## config.mk

```make
export PLATFORM = sky130hd
export DESIGN_NAME = cdw_top
export DESIGN_NICKNAME = d
export VERILOG_FILES = /design/src/cdw_pkg.sv /design/src/cdw_dbg_mem.sv /design/src/cdw_top.sv
export VERILOG_INCLUDE_DIRS = /design/src /design/src/src
export SDC_FILE = /design/constraint.sdc
export NUM_CORES = 1
export LEC_CHECK = 0
export BUFFER_PORTS_ARGS = -buffer_cell sky130_fd_sc_hd__buf_2
export CELL_PAD_IN_SITES_DETAIL_PLACEMENT = 2
export CELL_PAD_IN_SITES_GLOBAL_PLACEMENT = 2
export CORE_MARGIN = 5
export CORE_UTILIZATION = 37
export CTS_CLUSTER_SIZE = 12
export DETAILED_ROUTE_END_ITERATION = 6
export PLACE_DENSITY_LB_ADDON = 0.1
export SYNTH_ARGS = -nofsm -noshare
export SYNTH_HDL_FRONTEND = slang
export SYNTH_SLANG_ARGS = --single-unit
```

## constraint.sdc

```tcl
create_clock -name clk_sys -period 4.39 [get_ports clk_sys]
set_input_delay 0 -clock clk_sys [delete_from_list [all_inputs] [get_ports clk_sys]]
set_output_delay 0 -clock clk_sys [all_outputs]
set_load 0.02 [all_outputs]
```

## src/cdw_cfg.svh

```systemverilog
/*
  offsets, field positions and reset values of the debug sequencer, ram
  watchdog and tx cancellation block.
  assumes byte addresses on an 8-bit register port with 32-bit data.
*/
//
// Behaviour
// - store debug messages a,b,c in consecutive buffers
// - missing message restarts the debug sequence
// - dma request only after a,b,c in order
// - sequencer state readable in rx fifo status
// - clearing dma request returns sequencer to idle
// - up to 32 dedicated tx buffers plus fifo
// - keep fifo put/get indices and tx event fifo put index
// - per-buffer classic or fd format select
// - ram access loads watchdog from start value
// - ram ready reloads watchdog with start value
// - count reaching zero halts and sets flag
// - watchdog decrements on the system clock
// - live watchdog count readable in bits 15:8
// - zero start value disables watchdog, resets zero
// - write one sets cancel bit, zero ignored
// - one cancel bit per tx buffer
// - cancel bits settable only for configured buffers
// - cancel bit clears when pending bit clears
`ifndef CDW_CFG_SVH
`define CDW_CFG_SVH

`define CDW_OFS_RWD 8'h14
`define CDW_OFS_IRQ 8'h50
`define CDW_OFS_RXF1S 8'h94
`define CDW_OFS_DBG0 8'hA0
`define CDW_OFS_DBG1 8'hA4
`define CDW_OFS_DBG2 8'hA8
`define CDW_OFS_TX_BUFFER_CONFIGURATION 8'hC0
`define CDW_OFS_TXFD 8'hC4
`define CDW_OFS_TXIDX 8'hC8
`define CDW_OFS_TXBCR 8'hD4

`define CDW_RWD_WDC_LSB 0
`define CDW_RWD_WDV_LSB 8
`define CDW_IRQ_WDI_BIT 0
`define CDW_RXF1S_DMS_LSB 30
`define CDW_TXIDX_PUT_LSB 0
`define CDW_TXIDX_GET_LSB 8
`define CDW_TXIDX_EVT_LSB 16

`define CDW_RESET_WORD 32'h0000_0000
`define CDW_TAG_A 2'h1
`define CDW_TAG_B 2'h2
`define CDW_TAG_C 2'h3
`define CDW_NUM_TXBUF 6'h20

`endif

```

## src/cdw_pkg.sv

```systemverilog
/*
  types shared by the debug sequencer, ram watchdog and tx cancellation
  block. assumes nothing of its surroundings.
*/
package cdw_pkg;

  typedef enum logic [3:0] {
    SEQ_IDLE = 4'b0001,
    SEQ_GOT_A = 4'b0010,
    SEQ_GOT_B = 4'b0100,
    SEQ_DONE = 4'b1000
  } cdw_seq_t;

endpackage

```

## src/cdw_dbg_mem.sv

```systemverilog
/*
  four-word store for the captured debug messages, with registered read.
  assumes one write port and one read port on the same clock.
*/
`timescale 1ns/1ns
module cdw_dbg_mem (
  input wire logic clk_sys,
  input wire logic wr_en,
  input wire logic [1:0] wr_addr,
  input wire logic [31:0] wr_data,
  input wire logic [1:0] rd_addr,
  output logic [31:0] rd_data
);

  logic [31:0] mem [0:3];

  // write port
  always_ff @(posedge clk_sys)
  begin
    if (wr_en)
    begin
      mem[wr_addr] <= wr_data;
    end
  end

  // read data leave from a register
  always_ff @(posedge clk_sys)
  begin
    rd_data <= mem[rd_addr];
  end

endmodule

```

## src/cdw_top.sv

```systemverilog
/*
  debug message sequencer with dma request, message ram watchdog and tx
  buffer cancellation requests, with their register port.
  assumes a cpu on the register port, a filter stage that tags debug
  messages, the message ram handshake and the tx core pending bits.
*/
// The strobed register port was chosen for this implementation.
`timescale 1ns/1ns
`include "cdw_cfg.svh"
module cdw_top (
  input wire logic clk_sys,
  input wire logic reset,
  input wire logic [7:0] reg_addr,
  input wire logic [31:0] reg_wdata,
  input wire logic reg_wr,
  input wire logic reg_rd,
  output logic [31:0] reg_rdata,
  input wire logic dbg_msg_valid,
  input wire logic [1:0] dbg_msg_tag,
  input wire logic [31:0] dbg_msg_data,
  output logic dbg_dma_req,
  input wire logic dbg_dma_done,
  input wire logic ram_access_start,
  input wire logic ram_ready,
  output logic ram_watchdog_timeout_flag,
  input wire logic [31:0] tx_request_pending,
  output logic [31:0] tx_cancel_request,
  output logic [31:0] tx_fd_select,
  input wire logic tx_fifo_put,
  input wire logic tx_fifo_get,
  input wire logic tx_event_put
);

  ////////////////////////////////////////////////////////////////////////
  // helpers

  // enable mask of the first n dedicated buffers
  function automatic logic [31:0] buf_mask(input logic [5:0] n);
    if (n >= `CDW_NUM_TXBUF)
      buf_mask = 32'hFFFF_FFFF;
    else
      buf_mask = (32'h0000_0001 << n) - 32'h0000_0001;
  endfunction

  // address hit on a register offset
  function automatic logic hit(input logic [7:0] a, input logic [7:0] ofs);
    hit = (a == ofs);
  endfunction

  ////////////////////////////////////////////////////////////////////////
  // debug message sequencer

  cdw_pkg::cdw_seq_t seq_r;
  cdw_pkg::cdw_seq_t seq_nxt;
  logic mem_we;
  logic [1:0] mem_waddr;
  logic [1:0] seq_code;
  logic [31:0] mem_rdata;
  logic tag_a;
  logic tag_b;
  logic tag_c;

  assign tag_a = dbg_msg_valid && (dbg_msg_tag == `CDW_TAG_A);
  assign tag_b = dbg_msg_valid && (dbg_msg_tag == `CDW_TAG_B);
  assign tag_c = dbg_msg_valid && (dbg_msg_tag == `CDW_TAG_C);

  // next state and buffer write of the sequencer
  always_comb
  begin
    seq_nxt = seq_r;
    mem_we = 1'b0;
    mem_waddr = 2'h0;
    case (seq_r)
      cdw_pkg::SEQ_IDLE:
      begin
        if (tag_a)
        begin
          seq_nxt = cdw_pkg::SEQ_GOT_A;
          mem_we = 1'b1;
          mem_waddr = 2'h0;
        end
      end
      cdw_pkg::SEQ_GOT_A:
      begin
        if (tag_a)
        begin
          mem_we = 1'b1; // fresh a starts over in the first buffer
          mem_waddr = 2'h0;
        end
        else if (tag_b)
        begin
          seq_nxt = cdw_pkg::SEQ_GOT_B;
          mem_we = 1'b1;
          mem_waddr = 2'h1;
        end
        else if (tag_c)
        begin
          seq_nxt = cdw_pkg::SEQ_IDLE;
        end
      end
      cdw_pkg::SEQ_GOT_B:
      begin
        if (tag_c)
        begin
          seq_nxt = cdw_pkg::SEQ_DONE;
          mem_we = 1'b1;
          mem_waddr = 2'h2;
        end
        else if (tag_a)
        begin
          seq_nxt = cdw_pkg::SEQ_GOT_A;
          mem_we = 1'b1;
          mem_waddr = 2'h0;
        end
        else if (tag_b)
        begin
          seq_nxt = cdw_pkg::SEQ_IDLE;
        end
      end
      cdw_pkg::SEQ_DONE:
      begin
        if (dbg_dma_done)
        begin
          seq_nxt = cdw_pkg::SEQ_IDLE;
        end
      end
      default:
      begin
        seq_nxt = cdw_pkg::SEQ_IDLE;
      end
    endcase
  end

  // sequencer state register
  always_ff @(posedge clk_sys)
  begin
    if (reset)
      seq_r <= cdw_pkg::SEQ_IDLE;
    else
      seq_r <= seq_nxt;
  end

  // request stands for the whole done state, messages ignored there
  assign dbg_dma_req = (seq_r == cdw_pkg::SEQ_DONE);

  // status code of the sequencer
  always_comb
  begin
    case (seq_r)
      cdw_pkg::SEQ_GOT_A: seq_code = 2'h1;
      cdw_pkg::SEQ_GOT_B: seq_code = 2'h2;
      cdw_pkg::SEQ_DONE: seq_code = 2'h3;
      default: seq_code = 2'h0;
    endcase
  end

  cdw_dbg_mem u_mem (
    .clk_sys(clk_sys),
    .wr_en(mem_we),
    .wr_addr(mem_waddr),
    .wr_data(dbg_msg_data),
    .rd_addr(reg_addr[3:2]),
    .rd_data(mem_rdata)
  );

  ////////////////////////////////////////////////////////////////////////
  // ram watchdog

  logic [7:0] wdc_r;
  logic [7:0] wd_count_r;
  logic wd_active_r;
  logic wdi_r;
  logic wd_expire;

  assign wd_expire = wd_active_r && !ram_ready && (wd_count_r == 8'h01)
    && (wdc_r != 8'h00) && !ram_access_start;

  // start value, written by software
  always_ff @(posedge clk_sys)
  begin
    if (reset)
      wdc_r <= 8'h00;
    else if (reg_wr && hit(reg_addr, `CDW_OFS_RWD))
      wdc_r <= reg_wdata[`CDW_RWD_WDC_LSB +: 8];
  end

  // down-counter on the system clock
  always_ff @(posedge clk_sys)
  begin
    if (reset)
    begin
      wd_count_r <= 8'h00;
      wd_active_r <= 1'b0;
    end
    else if (wdc_r == 8'h00)
    begin
      wd_active_r <= 1'b0;
    end
    else if (ram_access_start)
    begin
      wd_count_r <= wdc_r;
      wd_active_r <= 1'b1;
    end
    else if (wd_active_r && ram_ready)
    begin
      wd_count_r <= wdc_r;
      wd_active_r <= 1'b0;
    end
    else if (wd_active_r)
    begin
      wd_count_r <= wd_count_r - 8'h01;
      wd_active_r <= !wd_expire;
    end
  end

  // timeout flag, write one to clear, a new timeout wins
  always_ff @(posedge clk_sys)
  begin
    if (reset)
      wdi_r <= 1'b0;
    else if (wd_expire)
      wdi_r <= 1'b1;
    else if (reg_wr && hit(reg_addr, `CDW_OFS_IRQ) && reg_wdata[`CDW_IRQ_WDI_BIT])
      wdi_r <= 1'b0;
  end

  assign ram_watchdog_timeout_flag = wdi_r;

  ////////////////////////////////////////////////////////////////////////
  // tx buffers: configuration, format, indices, cancellation

  logic [5:0] tx_buffer_configuration_r;
  logic [31:0] txfd_r;
  logic [31:0] cancel_r;
  logic [31:0] cancel_set;
  logic [4:0] put_r;
  logic [4:0] get_r;
  logic [4:0] evt_r;

  // buffer count and per-buffer format
  always_ff @(posedge clk_sys)
  begin
    if (reset)
    begin
      tx_buffer_configuration_r <= 6'h00;
      txfd_r <= `CDW_RESET_WORD;
    end
    else if (reg_wr && hit(reg_addr, `CDW_OFS_TX_BUFFER_CONFIGURATION))
      tx_buffer_configuration_r <= (reg_wdata[5:0] > `CDW_NUM_TXBUF) ? `CDW_NUM_TXBUF : reg_wdata[5:0];
    else if (reg_wr && hit(reg_addr, `CDW_OFS_TXFD))
      txfd_r <= reg_wdata;
  end

  assign tx_fd_select = txfd_r;

  // fifo put/get and event fifo put indices
  always_ff @(posedge clk_sys)
  begin
    if (reset)
    begin
      put_r <= 5'h00;
      get_r <= 5'h00;
      evt_r <= 5'h00;
    end
    else
    begin
      if (tx_fifo_put)
        put_r <= put_r + 5'h01;
      if (tx_fifo_get)
        get_r <= get_r + 5'h01;
      if (tx_event_put)
        evt_r <= evt_r + 5'h01;
    end
  end

  // write ones set, only for configured buffers
  assign cancel_set = (reg_wr && hit(reg_addr, `CDW_OFS_TXBCR))
    ? (reg_wdata & buf_mask(tx_buffer_configuration_r)) : 32'h0000_0000;

  // bits fall once pending drops; a set in the same cycle wins
  always_ff @(posedge clk_sys)
  begin
    if (reset)
      cancel_r <= `CDW_RESET_WORD;
    else
      cancel_r <= (cancel_r & tx_request_pending) | cancel_set;
  end

  assign tx_cancel_request = cancel_r;

  ////////////////////////////////////////////////////////////////////////
  // register read

  logic [31:0] rdata_r;
  logic [31:0] rdata_nxt;
  logic rd_mem_r;

  // read mux
  always_comb
  begin
    rdata_nxt = 32'h0000_0000;
    case (reg_addr)
      `CDW_OFS_RWD:
      begin
        rdata_nxt[`CDW_RWD_WDC_LSB +: 8] = wdc_r;
        rdata_nxt[`CDW_RWD_WDV_LSB +: 8] = wd_count_r;
      end
      `CDW_OFS_IRQ: rdata_nxt[`CDW_IRQ_WDI_BIT] = wdi_r;
      `CDW_OFS_RXF1S: rdata_nxt[`CDW_RXF1S_DMS_LSB +: 2] = seq_code;
      `CDW_OFS_TX_BUFFER_CONFIGURATION: rdata_nxt[5:0] = tx_buffer_configuration_r;
      `CDW_OFS_TXFD: rdata_nxt = txfd_r;
      `CDW_OFS_TXIDX:
      begin
        rdata_nxt[`CDW_TXIDX_PUT_LSB +: 5] = put_r;
        rdata_nxt[`CDW_TXIDX_GET_LSB +: 5] = get_r;
        rdata_nxt[`CDW_TXIDX_EVT_LSB +: 5] = evt_r;
      end
      `CDW_OFS_TXBCR: rdata_nxt = cancel_r;
      default: rdata_nxt = 32'h0000_0000;
    endcase
  end

  // read data registered, valid the cycle after the strobe
  always_ff @(posedge clk_sys)
  begin
    if (reset)
    begin
      rdata_r <= 32'h0000_0000;
      rd_mem_r <= 1'b0;
    end
    else
    begin
      rdata_r <= reg_rd ? rdata_nxt : 32'h0000_0000;
      rd_mem_r <= reg_rd && (hit(reg_addr, `CDW_OFS_DBG0)
        || hit(reg_addr, `CDW_OFS_DBG1) || hit(reg_addr, `CDW_OFS_DBG2));
    end
  end

  assign reg_rdata = rd_mem_r ? mem_rdata : rdata_r;
endmodule

```

======== Word-level counts from Yosys, hierarchy flattened ========
Memories as Yosys holds them, arrays and structs flattened. A register that Yosys moved wholly into a read port is not among the register bits.
Index checks and enable logic that the tools add are counted.
W data, S select, Z words.
word-level totals
  memories kept ........................... 1
  memory bits (writable) .................. 128
  word-level logic and storage cells ...... 122
  output and inout bits ................... 98
  flip-flop bits (word level) ............. 140
operators by class
  shift operators ......................... 1
  order comparisons ....................... 2
  reduce and logical (&&, ||, !) cells .... 29
  $add $sub $neg .......................... 5
  bitwise logic cells ..................... 6
  muxes and demuxes ....................... 42
  equality and inequality tests ........... 23
memory list
  name       depth  width  rd ports  clocked after memory_dff  wr ports  line               text
  u_mem.mem  4      32     1         1                         1         cdw_dbg_mem.sv:15  logic [31:0] mem [0:3];
operator list
  kind                     number
  $mux W32                 3
  $and A32 B32 Y32         2
  $eq A8 B8 Y1 const B     8
  $mux W4                  8
  $or A32 B32 Y32          1
  $shl A1 B6 Y32 const A   1
  $sub A32 B1 Y32 const B  1
  $mux W8                  3
  $pmux W4 S5              1
  $pmux W5 S4              1
  $pmux W2 S3              3
  $pmux W9 S2              1
  $pmux W4 S4              1
  $add A5 B1 Y5 const B    3
  $logic_and A1 B1 Y1      15
  $pmux W5 S3              1
  $mux W1                  13
  $pmux W3 S3              1
  $eq A8 B1 Y1 const B     1
  $eq A8 B5 Y1 const B     1
  $eq A8 B7 Y1 const B     1
  $logic_not A8 Y1         1
  $reduce_bool A8 Y1       1
  $sub A8 B1 Y8 const B    1
  other kinds (26)         35

======== Logic depth before layout (Yosys ltp) ========
  depth after elaboration ................. 9
  depth in mapped cells ................... 11
  depth with buffers taken out ............ 7

======== By module ========
From an unflattened synthesis, not the netlist that was laid out.
second synthesis, totals
  cell total of the unflattened synthesis .. 1,056
  area total of the unflattened synthesis .. 12,469.5 µm²
by module, submodules not included
  module       times used  cells an instance  area each (µm²)
  cdw_top      1           853                7,139.3
  cdw_dbg_mem  1           203                5,330.1

======== Worst setup path before layout ========
No wires, ideal clock.
  path kind ............................... register to register
  start point ............................. register seq_r[3]
  end point ............................... register seq_r[0]
  stages on the path, launching flop included .. 5
  slack ................................... 0.673 ns
  path buffers ............................ 0
  required time ........................... 4.250 ns
  period minus slack after synthesis ...... 3.717 ns
  arrival time ............................ 3.577 ns
  cells stage by stage .................... dfxtp_1 > or4b_1 > nor3_1 > a31o_2 > o31ai_1
on the way
  longest elaborated chain between the ends .. 3
  elaborated cells between the ends (all ways) .. 11
ends and longest elaborated chain
  what                                                   line            text
  start, declared                                        cdw_top.sv:53   cdw_pkg::cdw_seq_t seq_r;
  start signal, assigned                                 cdw_top.sv:138  seq_r <= cdw_pkg::SEQ_IDLE;
  start signal, assigned                                 cdw_top.sv:140  seq_r <= seq_nxt;
  $eq A4 B3 Y1 (tied with other cells)                   cdw_top.sv:73   case (seq_r)
  $ne A4 B4 Y1 (no source line) (tied with other cells)  -
  $reduce_and A5 Y1 (no source line)                     -
Parallel ways exist; a longest one is shown, timed or not.
A chain may end at the register's enable or synchronous reset.

======== Worst setup path in the final report ========
  start point ............................. register tx_buffer_configuration_r[3]
  end point ............................... register cancel_r[12] (netlist: tx_cancel_request[12])
on the way
  longest elaborated chain between the ends .. 6
  elaborated cells between the ends (all ways) .. 7
ends and longest elaborated chain
  what                    line            text
  start, declared         cdw_top.sv:232  logic [5:0] tx_buffer_configuration_r;
  start signal, assigned  cdw_top.sv:249  tx_buffer_configuration_r <= (reg_wdata[5:0] > `CDW_NUM_TXBUF) ? `CDW_NUM_TXBUF : reg_wdata[5:0];
  $shl A1 B6 Y32          cdw_top.sv:42   buf_mask = (32'h0000_0001 << n) - 32'h0000_0001;
  $sub A32 B1 Y32         cdw_top.sv:42
  $mux W32 *              cdw_top.sv:39   if (n >= `CDW_NUM_TXBUF)
  $and A32 B32 Y32 *      cdw_top.sv:278  ? (reg_wdata & buf_mask(tx_buffer_configuration_r)) : 32'h0000_0000;
  $mux W32 *              cdw_top.sv:277  assign cancel_set = (reg_wr && hit(reg_addr, `CDW_OFS_TXBCR))
  $or A32 B32 Y32 *       cdw_top.sv:286  cancel_r <= (cancel_r & tx_request_pending) | cancel_set;
  end signal, assigned    cdw_top.sv:284  cancel_r <= `CDW_RESET_WORD;
  end signal, assigned    cdw_top.sv:286
  end, declared           cdw_top.sv:234  logic [31:0] cancel_r;
Mark *: on every way between the ends. The rest lies on a longest branch, timed or not.

==> results.py <==
metrics = {
    "logic_synthesis": {
        "synth.cell_area_sq_um": 12370,
        "async_reset_ff_frac": 0,
        "postSynthCellCount": 1052,
        "synth.top_cell.area_share": 0.3108,
        "synth-edff-count": 128,
        "avgSynthCellArea_sq_um": 11.76,
        "synth_seq_cells": 300,
        "synth_common_cells": "dfxtp_1, nand2_1, edfxtp_1",
        "ys.warnings.count": 0,
        "post-synth-top-count-cell": "dfxtp_1",
        "ys_top_cells_by_area": "edfxtp_1, dfxtp_1, mux4_2",
        "yosysTopAreaCell": "edfxtp_1",
        "yosysUniqueCellTypes": 76,
        "share_of_synthesized_area_occupied_by_flip_flops_and_latches": 0.5892,
        "yosys_most_used_dff": "dfxtp_1",
    },
    "sta": {
        "timing.max_slew.rel_slack": 0.2244,
        "timing.setup.tns_ns": 0,
        "final.period_utilization": 0.7521,
        "clock_skew_ns": 0.01800,
        "max_freq_mhz": 302.9,
        "timing.final.hold_violations": 0,
        "maxSlewViolCount": 0,
        "final-setup-viol-count": 0,
        "worst-slew-pin-transition_ns": 1.161,
        "min_period_ns": 3.302,
        "grt_setup_unrepaired": "no",
    },
    "route": {
        "post_drt_wl_per_cell_um": 24.34,
        "dr.pass1.iters": 4,
        "routed_wl_um": 45950,
        "detail_route.iter0.violations": 542,
        "route.vias.total": 10090,
        "drc": 0,
        "avgViaCountPerCell": 5.345,
        "antenna_left": 0,
    },
    "critical_path": {
        "critical_path_peak_fanout": 24,
        "rr_endpoint": "tx_cancel_request[12]",
        "worstSetupEndpointType": "register",
        "timing.rr.start": "tx_buffer_configuration_r[3]",
        "worst_setup_path_endpoint": "tx_cancel_request[12]",
        "crit_path_category": "reg -> reg",
        "reg2regPathDepth": 9,
        "worst_ep_arrival_time_ns": 3.76,
        "startpoint_type": "register",
        "cp-startpoint": "tx_buffer_configuration_r[3]",
        "crit_required_ns": 4.85,
        "regToRegSetupSlack_ns": 1.09,
    },
    "placed_design": {
        "routabilityCongestion": 0.8307,
        "detailed_place.area_sq_um": 13930,
        "dpl.cell_count": 1688,
        "port_buffers": 214,
        "dpl.hpwl_um": 30440,
    },
    "clock_tree": {
        "cts.clk_slew.worst_paths_ns": 0.06,
        "number_of_sinks_on_the_clock_net": 300,
        "worstSkewPairLatency_ns": 0.52,
        "numCtsBuffers": 36,
        "tritoncts": "built",
        "cts_htree_levels": 2,
        "max-clock-path-buffers": 3,
        "clock_tree.root_cell": "clkbuf_16",
    },
    "die": {
        "die_y_um": 192.8,
        "die-area_sq_um": 37180,
        "floorplan.core_area_sq_um": 33280,
        "pin_count": 215,
        "die_x_um": 192.8,
        "initial_utilization": 0.3716,
        "rows": 67,
    },
    "finish": {
        "n_fill_cell": 3355,
        "layout.cell_area.non_filler_sq_um": 16440,
        "syn2layout_area_growth_pct": 32.96,
        "design.final.nets": 1534,
        "layout-drive-gt1-share": 0.2643,
        "final_cells": 1888,
    },
    "hold_path": {
        "worstHoldPathType": "in -> reg",
    },
    "grt": {
        "grt_overflow": 0,
        "initial_antenna_violation_count": 5,
        "grt_usage": 0.2434,
        "maximum_number_of_pins_on_one_net_before_global_route_repair": 55,
        "grt_pass1_wl_um": 68630,
        "vias_in_the_first_global_route": 10950,
    },
    "run": {
        "drv.max_cap_violation_count": 0,
    },
    "power": {
        "vdd.ir_drop.worst_mv": 0.3913,
        "power.share.switching": 0.2181,
        "net_switching_power_w": 0.001378,
        "seqPwrFrac": 0.476,
        "leakagePower_nw": 6.283,
        "relative_contribution_of_combinational_cells_to_total_power": 0.055,
        "power_report.internal_total_w": 0.004939,
        "cellPowerDensity_nw_per_um2": 384.2,
        "clock_power_share": 0.470,
    },
    "outcome": {
        "outcome": "finished, final reports clean",
    },
}
layer usage:
layer  vias up  global-route usage  part of all wire
met4         6             0.06061             0.023
li1       4630                   -                 -
met3        75             0.04034             0.049
met5         -                   0           0.00091
met1      5125              0.3222              0.44
met2       255              0.4174              0.49
layout make-up:
class                           instances  area [sq um]  share of cell area
Multi-Input combinational cell        699          4846              0.2947
Antenna cell                            2         5.005           0.0003044
Sequential cell                       300          7287              0.4432
Tap cell                              448         560.5             0.03409
Clock inverter                         13         153.9            0.009359
Timing Repair Buffer                  364          2532              0.1540
Inverter                               10         37.54            0.002283
Clock buffer                           52          1021             0.06209
registers in the layout, indices dropped and copies added (netlist names):
register                   flops
evt_r                          5
get_r                          5
put_r                          5
ram_watchdog_timeout_flag      1
rd_mem_r                       1
rdata_r                       32
seq_r                          4
tx_buffer_configuration_r      6
tx_cancel_request             32
tx_fd_select                  32
u_mem.mem                    128
u_mem.rd_data                 32
wd_active_r                    1
wd_count_r                     8
wdc_r                          8
power groups by stage:
stage | clock (W) | sequential (W) | combinational [W]
CTS | 0.00305 | 0.00301 | 0.000340
global route | 0.00316 | 0.00301 | 0.000371
finish | 0.00297 | 0.00301 | 0.000345
detailed placement | 0 | 0.00306 | 0.000259
global placement | 0 | 0.00306 | 0.000253
floorplan | 0 | 0.00305 | 0.000134
how the worst min path moves through the flow:
| stage | start | endpoint | cells after the start |
|---|---|---|---|
| floorplan | dbg_msg_data[0] | u_mem.mem[0][0] | 0 |
| global placement | dbg_msg_data[27] | u_mem.mem[2][27] | 1 |
| detailed placement | dbg_msg_data[27] | u_mem.mem[3][27] | 1 |
| CTS | reset | tx_cancel_request[15] | 2 |
| global route | reset | tx_fd_select[21] | 2 |
| finish | reset | tx_fd_select[27] | 2 |
logic make-up (layout without fill, tap and decap cells):
logic type | after synthesis | in the layout | share of synthesized area
adder cells (fa/ha/maj) | 6 | 6 | 0.006070
flip-flops | 300 | 300 | 0.5892
buffers and inverters | 84 | 439 | 0.03015
AO/OA/AOI/OAI | 234 | 234 | 0.1248
other | 1 | 34 | 0.0003032
AND/OR/NAND/NOR | 323 | 323 | 0.1299
multiplexers | 89 | 89 | 0.1090
XOR/XNOR | 15 | 15 | 0.01062
placed cells by master (no fill, tap or decap), types with 14 or more instances in the layout:
master / instances
nand2_1: 133
dfxtp_1: 172
dlygate4sd3_1: 133
buf_4: 18
nand3_1: 23
clkbuf_16: 36
mux4_2: 32
a22oi_1: 29
buf_2: 213
nand4_1: 14
o21ai_0: 16
conb_1: 32
nor2_1: 68
edfxtp_1: 128
a21oi_1: 90
a32oi_1: 15
mux2_2: 45
through the flow:
step	setup slack (ns)	hold WS [ns]	utilization	power (W)
2_1_floorplan	0.6730	0.09887	-	0.003186
3_3_place_gp	1.721	0.2158	0.4186	0.003311
3_5_place_dp	1.645	0.2178	0.4186	0.003324
4_1_cts	1.118	0.002244	0.4939	0.006394
5_1_grt	0.8813	0.02634	0.4941	0.006543
6_report	1.088	0.007953	0.4941	0.006317
timing repair:
item	4_1_cts	5_1_grt
buffers inserted	0	0
hold buffers	133	0
endpoints found under the hold margin	230	0
endpoints found under the setup margin	0	0
resized for setup	0	0
worst max-delay path, stage by stage, from the launching register on:
cell and delay (ns):
dfxtp_1 0.60, nor3_1 0.50, nand3_1 0.15, ha_1 0.35
buf_4 0.25, or4_1 0.41, a21oi_1 0.16, o311ai_1 0.10
a21oi_1 0.16, dlygate4sd3_1 0.56
No activity file was read; power rests on OpenSTA's default activity.
